[config.mk]
export PLATFORM = sky130hd
export DESIGN_NAME = bcm_bus_monitor
export DESIGN_NICKNAME = d
export VERILOG_FILES = /design/src/rtl/bcm_pkg.sv /design/src/rtl/bcm_bus_monitor.sv
export SDC_FILE = /design/constraint.sdc
export NUM_CORES = 1
export LEC_CHECK = 0
export ABC_AREA = 0
export ABC_CLOCK_PERIOD_IN_PS = 2100
export BUFFER_PORTS_ARGS = -buffer_cell sky130_fd_sc_hd__buf_4
export CORE_MARGIN = 4
export CORE_UTILIZATION = 40
export CTS_CLUSTER_DIAMETER = 30
export DETAILED_ROUTE_END_ITERATION = 7
export GPL_ROUTABILITY_DRIVEN = 0
export PLACE_DENSITY = 0.68
export REMOVE_ABC_BUFFERS = 1
export SYNTH_ARGS = -nofsm -noshare
export SYNTH_HDL_FRONTEND = slang
export SYNTH_SLANG_ARGS = --single-unit
[constraint.sdc]
create_clock -name clk -period 2.1 [get_ports clk]
set_input_delay 0.21 -clock clk [delete_from_list [all_inputs] [get_ports clk]]
set_output_delay 0.21 -clock clk [all_outputs]
set_load 0.05 [all_outputs]
[src/rtl/bcm_pkg.sv]
/*
  Constants and carriers for the bus cycle code and monitor block.
  Assumes a single system clock; no other file depends on anything outside.
*/
package bcm_pkg;

  // Access-type codes.
  localparam logic [2:0] TC_USER_DATA = 3'h0;
  localparam logic [2:0] TC_RESERVED = 3'h1;
  localparam logic [2:0] TC_USER_INSN = 3'h2;
  localparam logic [2:0] TC_USER_FLOW = 3'h3;
  localparam logic [2:0] TC_SUPV_DATA = 3'h4;
  localparam logic [2:0] TC_SUPV_VECTOR = 3'h5;
  localparam logic [2:0] TC_SUPV_INSN = 3'h6;
  localparam logic [2:0] TC_SUPV_FLOW = 3'h7;

  // Core-state codes.
  localparam logic [3:0] CS_STALL = 4'h0;
  localparam logic [3:0] CS_EXCEPTION = 4'h2;
  localparam logic [3:0] CS_LOWPOWER = 4'h4;
  localparam logic [3:0] CS_DEBUG = 4'h6;
  localparam logic [3:0] CS_LAUNCH = 4'h8;
  localparam logic [3:0] CS_LAUNCH_MULTI = 4'h9;
  localparam logic [3:0] CS_LAUNCH_ACCEL = 4'ha;
  localparam logic [3:0] CS_LAUNCH_LITERAL = 4'hb;
  localparam logic [3:0] CS_LAUNCH_FLOW = 4'hc;
  localparam logic [3:0] CS_LAUNCH_RETURN = 4'hd;
  localparam logic [3:0] CS_LAUNCH_INDIRECT = 4'hf;

  // Monitor timeout periods in system clocks, by period-select value.
  localparam logic [6:0] MON_PERIOD_0 = 7'h08;
  localparam logic [6:0] MON_PERIOD_1 = 7'h10;
  localparam logic [6:0] MON_PERIOD_2 = 7'h20;
  localparam logic [6:0] MON_PERIOD_3 = 7'h40;

  // Reset value of the monitor counter.
  localparam logic [6:0] MON_COUNT_RESET = 7'h00;

  // Core activity as reported by the processor each cycle.
  typedef enum logic [3:0] {
    BCM_ACT_STALL,
    BCM_ACT_EXCEPTION,
    BCM_ACT_LOWPOWER,
    BCM_ACT_DEBUG,
    BCM_ACT_LAUNCH,
    BCM_ACT_LAUNCH_MULTI,
    BCM_ACT_LAUNCH_ACCEL,
    BCM_ACT_LAUNCH_LITERAL,
    BCM_ACT_LAUNCH_FLOW,
    BCM_ACT_LAUNCH_RETURN,
    BCM_ACT_LAUNCH_INDIRECT
  } bcm_act_t;

  // Description of a bus access at its start.
  typedef struct packed {
    logic supervisor;
    logic vector;
    logic instruction;
    logic literal;
    logic flow;
    logic external;
  } bcm_access_t;

  // Configuration bits.
  typedef struct packed {
    logic emulation;
    logic portEPinAssign;
    logic corePinEnable;
    logic [1:0] monitorPeriodSelect;
    logic monitorExternalSelect;
    logic monitorDebugDisable;
  } bcm_cfg_t;

endpackage

[src/rtl/bcm_bus_monitor.sv]
/*
  Bus cycle annotation codes and bus-cycle timeout monitor.
  Assumes the bus unit pulses cycleStart once per bus cycle (each half of a
  split 32-bit access to a 16-bit port counts as its own cycle) and that all
  inputs are synchronous to clk.
*/
// Behaviour
// - Access-type pins driven in emulation mode, else only when port E assign set.
// - Access-type code encodes privilege and space: data, instruction, flow, vector.
// - Literal loads coded as instruction; flow code for taken branches and table fetches.
// - Core-state code on interrupt pins 5..2 in emulation or with pin enable.
// - Core-state codes for stall, exception, low power and debug.
// - Core-state launch codes for each instruction class.
// - Monitor counts clocks per bus cycle and on expiry ends the cycle with a bus error.
// - Timeout period 8, 16, 32 or 64 clocks from two-bit select.
// - Counter cleared at every bus access start; restarted only when the access is watched.
// - On expiry the monitor itself terminates the hung cycle.
// - Configuration bit picks internal-only or internal plus external monitoring.
// - Monitor may be disabled in debug mode for all accesses.
// - Each half of a split 32-bit external access is timed separately.
// - No interrupt request is produced; timeouts show only as bus error.
// - Cycle ends on acknowledge; error acknowledge beats a simultaneous normal one.
// - On timeout the internal transfer error acknowledge is asserted.
`timescale 1ns/1ps

module bcm_bus_monitor
(
  // Clock and reset
  input wire logic clk,
  input wire logic rst_b,
  // Bus cycle
  input wire logic cycleStart,
  input wire bcm_pkg::bcm_access_t access,
  input wire logic transferAck,
  input wire logic transferErrorAck,
  input wire logic internalAck,
  // Core activity
  input wire bcm_pkg::bcm_act_t coreActivity,
  // Configuration
  input wire bcm_pkg::bcm_cfg_t cfg,
  // Pins and results
  output logic [2:0] accessTypeCode,
  output logic [2:0] accessTypeCodeOe,
  output logic [3:0] coreStateCode,
  output logic [3:0] coreStatePinOe,
  output logic cycleDone,
  output logic cycleError,
  output logic internalErrorAck,
  output logic monitorBusy
);

  ////////////////////////////////////////////////////////////////////////////
  // Reset synchroniser.

  logic rstMeta_r;
  logic rstSync_r;

  always_ff @(posedge clk or negedge rst_b)
  begin
    if (!rst_b)
    begin
      rstMeta_r <= 1'b0;
      rstSync_r <= 1'b0;
    end
    else
    begin
      rstMeta_r <= 1'b1;
      rstSync_r <= rstMeta_r;
    end
  end

  ////////////////////////////////////////////////////////////////////////////
  // Code functions.

  function automatic logic [2:0] accessCode(input bcm_pkg::bcm_access_t a);
    logic [2:0] c;
    c = bcm_pkg::TC_USER_DATA;
    // Literal loads count as instruction fetches, never data.
    if (a.vector && a.supervisor)
      c = bcm_pkg::TC_SUPV_VECTOR;
    else if (a.flow)
      c = a.supervisor ? bcm_pkg::TC_SUPV_FLOW : bcm_pkg::TC_USER_FLOW;
    else if (a.instruction || a.literal)
      c = a.supervisor ? bcm_pkg::TC_SUPV_INSN : bcm_pkg::TC_USER_INSN;
    else
      c = a.supervisor ? bcm_pkg::TC_SUPV_DATA : bcm_pkg::TC_USER_DATA;
    return c;
  endfunction

  function automatic logic [3:0] stateCode(input bcm_pkg::bcm_act_t a);
    logic [3:0] c;
    c = bcm_pkg::CS_STALL;
    case (a)
      bcm_pkg::BCM_ACT_STALL: c = bcm_pkg::CS_STALL;
      bcm_pkg::BCM_ACT_EXCEPTION: c = bcm_pkg::CS_EXCEPTION;
      bcm_pkg::BCM_ACT_LOWPOWER: c = bcm_pkg::CS_LOWPOWER;
      bcm_pkg::BCM_ACT_DEBUG: c = bcm_pkg::CS_DEBUG;
      bcm_pkg::BCM_ACT_LAUNCH: c = bcm_pkg::CS_LAUNCH;
      bcm_pkg::BCM_ACT_LAUNCH_MULTI: c = bcm_pkg::CS_LAUNCH_MULTI;
      bcm_pkg::BCM_ACT_LAUNCH_ACCEL: c = bcm_pkg::CS_LAUNCH_ACCEL;
      bcm_pkg::BCM_ACT_LAUNCH_LITERAL: c = bcm_pkg::CS_LAUNCH_LITERAL;
      bcm_pkg::BCM_ACT_LAUNCH_FLOW: c = bcm_pkg::CS_LAUNCH_FLOW;
      bcm_pkg::BCM_ACT_LAUNCH_RETURN: c = bcm_pkg::CS_LAUNCH_RETURN;
      bcm_pkg::BCM_ACT_LAUNCH_INDIRECT: c = bcm_pkg::CS_LAUNCH_INDIRECT;
      default: c = bcm_pkg::CS_STALL;
    endcase
    return c;
  endfunction

  function automatic logic [6:0] periodLimit(input logic [1:0] sel);
    logic [6:0] p;
    p = bcm_pkg::MON_PERIOD_0;
    case (sel)
      2'h0: p = bcm_pkg::MON_PERIOD_0;
      2'h1: p = bcm_pkg::MON_PERIOD_1;
      2'h2: p = bcm_pkg::MON_PERIOD_2;
      2'h3: p = bcm_pkg::MON_PERIOD_3;
      default: p = bcm_pkg::MON_PERIOD_0;
    endcase
    return p;
  endfunction

  ////////////////////////////////////////////////////////////////////////////
  // Access-type code, held for the whole cycle.

  always_ff @(posedge clk or negedge rstSync_r)
  begin
    if (!rstSync_r)
      accessTypeCode <= bcm_pkg::TC_USER_DATA;
    else if (cycleStart)
      accessTypeCode <= accessCode(access);
  end

  always_ff @(posedge clk or negedge rstSync_r)
  begin
    if (!rstSync_r)
      accessTypeCodeOe <= 3'h0;
    else
      accessTypeCodeOe <= {3{cfg.emulation | cfg.portEPinAssign}};
  end

  ////////////////////////////////////////////////////////////////////////////
  // Core-state code on the interrupt pins.

  always_ff @(posedge clk or negedge rstSync_r)
  begin
    if (!rstSync_r)
      coreStateCode <= bcm_pkg::CS_STALL;
    else
      coreStateCode <= stateCode(coreActivity);
  end

  always_ff @(posedge clk or negedge rstSync_r)
  begin
    if (!rstSync_r)
      coreStatePinOe <= 4'h0;
    else
      coreStatePinOe <= {4{cfg.emulation | cfg.corePinEnable}};
  end

  ////////////////////////////////////////////////////////////////////////////
  // Bus monitor.
  // The counter stops while no cycle is open, so an idle bus never times out.

  typedef enum logic [1:0] {MON_IDLE, MON_TIMING, MON_OPEN} bcm_mon_t;

  bcm_mon_t monState_r;
  logic [6:0] monCount_r;
  logic monArm;
  logic timeout;
  logic anyAck;

  // Whether this access is watched: external ones only on request, none in debug when monitorDebugDisable is set.
  assign monArm = (!access.external || cfg.monitorExternalSelect)
    && !(cfg.monitorDebugDisable && coreActivity == bcm_pkg::BCM_ACT_DEBUG);
  assign anyAck = transferAck || internalAck || transferErrorAck;
  assign timeout = monState_r == MON_TIMING && !anyAck
    && monCount_r == periodLimit(cfg.monitorPeriodSelect) - 7'h01;

  always_ff @(posedge clk or negedge rstSync_r)
  begin
    if (!rstSync_r)
    begin
      monState_r <= MON_IDLE;
      monCount_r <= bcm_pkg::MON_COUNT_RESET;
    end
    else if (cycleStart)
    begin
      // Each half of a split access arrives with its own start.
      monState_r <= monArm ? MON_TIMING : MON_OPEN;
      monCount_r <= bcm_pkg::MON_COUNT_RESET;
    end
    else
    begin
      case (monState_r)
        MON_IDLE: monState_r <= MON_IDLE;
        MON_TIMING:
        begin
          if (anyAck || timeout)
            monState_r <= MON_IDLE;
          else
            monCount_r <= monCount_r + 7'h01;
        end
        MON_OPEN:
        begin
          if (anyAck)
            monState_r <= MON_IDLE;
        end
        default: monState_r <= MON_IDLE;
      endcase
    end
  end

  ////////////////////////////////////////////////////////////////////////////
  // Termination. No interrupt output exists; errors end the cycle only.

  always_comb
  begin
    internalErrorAck = timeout;
    cycleDone = (monState_r != MON_IDLE) && (anyAck || timeout);
    cycleError = cycleDone && (transferErrorAck || timeout);
    monitorBusy = monState_r == MON_TIMING;
  end

endmodule

==> impl_results.md <==
* Outcome: finished clean
* Min Tclk post-route at 2.06 ns
* Total GRT Usage at ~16%
* Cell area after technology mapping at approximately 1000 sq um
* Die height at 59.1 microns
* Final ANT Viol Nets at 0
* Highest clock rate at 0.485 GHz
* Clock share of power at ~33%
* Share of layout cells above drive strength 1 at between 40 and 50%
* Final setup fails at 0
* Detailed placement HPWL at about 1.7 mm
* Sw Ratio at a little under 30%
* Synth Register Bits at 20
* Max IR drop VDD at ~0.54 mV
* Area of the multi-input gates at approximately 500 sq um
* Path type of the worst setup path: register to output port
* Commonest non-fill, non-tap cells in the layout: 45 x buf_4, 20 x dfrtp_1, 8 x nor2_1
* EDFF count, synth at 0
* Synth area leader: dfrtp_1
* Clock Sinks at 20
* Vias in the first global route at around 960
* Iteration-0 DRC Markers at 27
* Die ar. at about 3500 sq um
* Via density at ~5.1
* Final Util at 60.5%
* RSZ-0062 raised after global routing: true
* Measured slew at the worst slew-check pin at 0.718 ns
* Worst EP arrival at 1.85 ns
* Core area at approximately 2500 sq um
* Pwr dens at 643 nW/um^2
* Setup crit end kind: output port
* Clock Path Buffers at 2
* Die W at 59.1 microns
* Final worst path period share at a little over nine tenths
* # rows at 18
* Yosys top cell area share at 47.8%
* Area growth syn-to-layout at 43.3%
* WL final at roughly 2.4 mm
* Cell variety after synth at 36
* Total CTS buffers at 3
* Pin count of the biggest net entering global routing at 19
* Fin. Hold Viols at 0
* Most common cell after layout, fill and taps aside: buf_4
* Max Slew Vio Count at 0
* DRC at 0
* YS warnings at 0
* Most used DFF post-synth: dfrtp_1
* # H-tree levels at 1
* # fillers at between 200 and 250
* Register share of total power at between 40% and 50%
* Avg Synthesized Cell Area at about 11 sq um
* Overflow after GRT at 0
* NetSw at roughly 0.28 mW
* Clk root buf: clkbuf_4
* First-pass GRT wire length at 4.20 mm
* Antenna cells at 0
* Setup crit start kind: register
* Total power at just under 1 mW
* Ys async rst share at between 90% and 100%
* Area taken by flip-flops and latches at 500 sq um
* Top-Level Pins at 41
* Worst-Skew Late Latency at between 0.3 and 0.4 ns
* CTS tree: yes
* Sequential share of the synthesized area at between 40% and 50%
* Pre-antenna DRT Iters at 4
* Reg clk slew, reported paths at between 0.1 and 0.15 ns
* Initial antenna violation count at 0
* Cells taking the most area after synthesis: dfrtp_1 48%, ha_1 4.8%, buf_4 3.6%, xnor2_1 3.3%, nor2_1 3.2%
* Vias at roughly 890
* Synthesized netlist cell count at 98
* Nets@finish at roughly 170
* Worst Path Required at roughly 1.9 ns
* Max-slew headroom at 52.1%
* Internal power at between 0.6 and 0.7 mW
* Port Buf Inserts at 40
* Max cap viols at 0
* Combinational share of power at roughly a quarter
* Critical Path Fanout Max at 3
* Wire per inst at ~14 microns
* Hold Crit Class: input pin to register
* Clock Skew at about 0.0093 ns
* Leakage at between 0.7 and 0.8 nW
* Starting Density at 42.2%
==> logic make-up after synthesis <==
family / count (synthesis) / synth area share (%)
flip-flops: 20 / 47.8
XOR/XNOR: 5 / 4.19
AO/OA/AOI/OAI: 19 / 13.4
multiplexers: 6 / 6.10
adder cells (fa/ha/maj): 4 / 4.78
buffers and inverters: 12 / 6.10
AND/OR/NAND/NOR: 31 / 17.2
other: 1 / 0.359
==> layout make-up <==
class / instances / area share, %
well taps: 30 / 2.50
multi-input cells: 66 / 33.6
clock buffers: 3 / 1.50
repair buffers: 49 / 25.5
flip-flops and latches: 20 / 33.4
inverters: 6 / 1.50
clock inverters: 1 / 2.00
==> worst max-delay path, stage by stage (launching register included) <==
cell      delay (ns)
dfrtp_1         0.40
or4_4           0.50
o311ai_4        0.09
nand2_1         0.10
nor2_2          0.14
o22a_1          0.16
buf_6           0.16
==> registers in the layout, indices dropped and copies added (netlist names) <==
name	cells
monCount_r	7
monState_r	2
coreStatePinOe	1
rstSync_r	1
accessTypeCode	3
accessTypeCodeOe	1
coreStateCode	4
rstMeta_r	1
==> power by group through the flow <==
stage          logic (mW)  registers [mW]  clock network [mW]
2_1_floorplan      0.0586           0.493                   0
3_3_place_gp        0.214           0.428                   0
3_5_place_dp        0.216           0.428                   0
4_1_cts             0.225           0.421               0.330
5_1_grt             0.241           0.425               0.340
6_report            0.226           0.420               0.317
==> worst paths after layout <==
path                            startpoint                 to  slack (ns)  cells after the start
hold / removal             coreActivity[2]   coreStateCode[2]        0.07                      2
setup reg to reg             monCount_r[0]      monCount_r[5]        0.10                      7
setup / recovery             monCount_r[3]          cycleDone        0.04                      6
min in group asynchronous            rst_b          rstMeta_r        0.20                      2
max in group asynchronous        rstSync_r      monCount_r[6]        1.34                      0
hold reg to reg                  rstSync_r  accessTypeCode[2]        0.31                      0
==> stage by stage <==
stage / setup TNS (ns) / hold WS (ns) / cell area (sq um) / std cells / setup WS [ns]
2_1_floorplan: -1.02 / -0.0856 / 1000 / 92 / -0.509
3_5_place_dp: 0 / -0.00421 / 1340 / 162 / 0.152
3_3_place_gp: 0 / -0.00734 / 1340 / 162 / 0.197
4_1_cts: -0.0300 / 0.0521 / 1490 / 174 / -0.0289
5_1_grt: -0.0857 / 0.0534 / 1500 / 175 / -0.0488
6_report: 0 / 0.0703 / 1500 / 175 / 0.0385
==> cell usage after synthesis, types with 2 or more instances <==
cell      count
a211oi_1      2
dfrtp_1      20
mux2_2        2
mux2i_1       3
o21ai_0       3
nand4_1       3
nor2_1        9
nand3_1       2
a21oi_1       6
xnor2_1       4
ha_1          4
inv_1         6
o22ai_1       2
nand2b_1      2
o22a_1        2
nand2_1       3
or2_2         2
buf_4         5
==> routing by layer <==
| layer | vias up | global-route usage [%] | part of all wire, % |
|---|---|---|---|
| met1 | 419 | 18.4 | 38 |
| met2 | 32 | 27.8 | 52 |
| met5 | - | 0 | 0 |
| li1 | 429 | - | - |
| met4 | 0 | 5.83 | 1.6 |
| met3 | 5 | 6.97 | 8.0 |
==> timing repair <==
action / 4_1_cts / 5_1_grt
setup buffers: 7 / 1
pin swaps: 4 / 5
hold endpoints to repair: 2 / 0
hold buffers: 1 / 0
setup endpoints to repair: 3 / 4
resized for setup: 6 / 1
(Power assumes the default switching activity.)
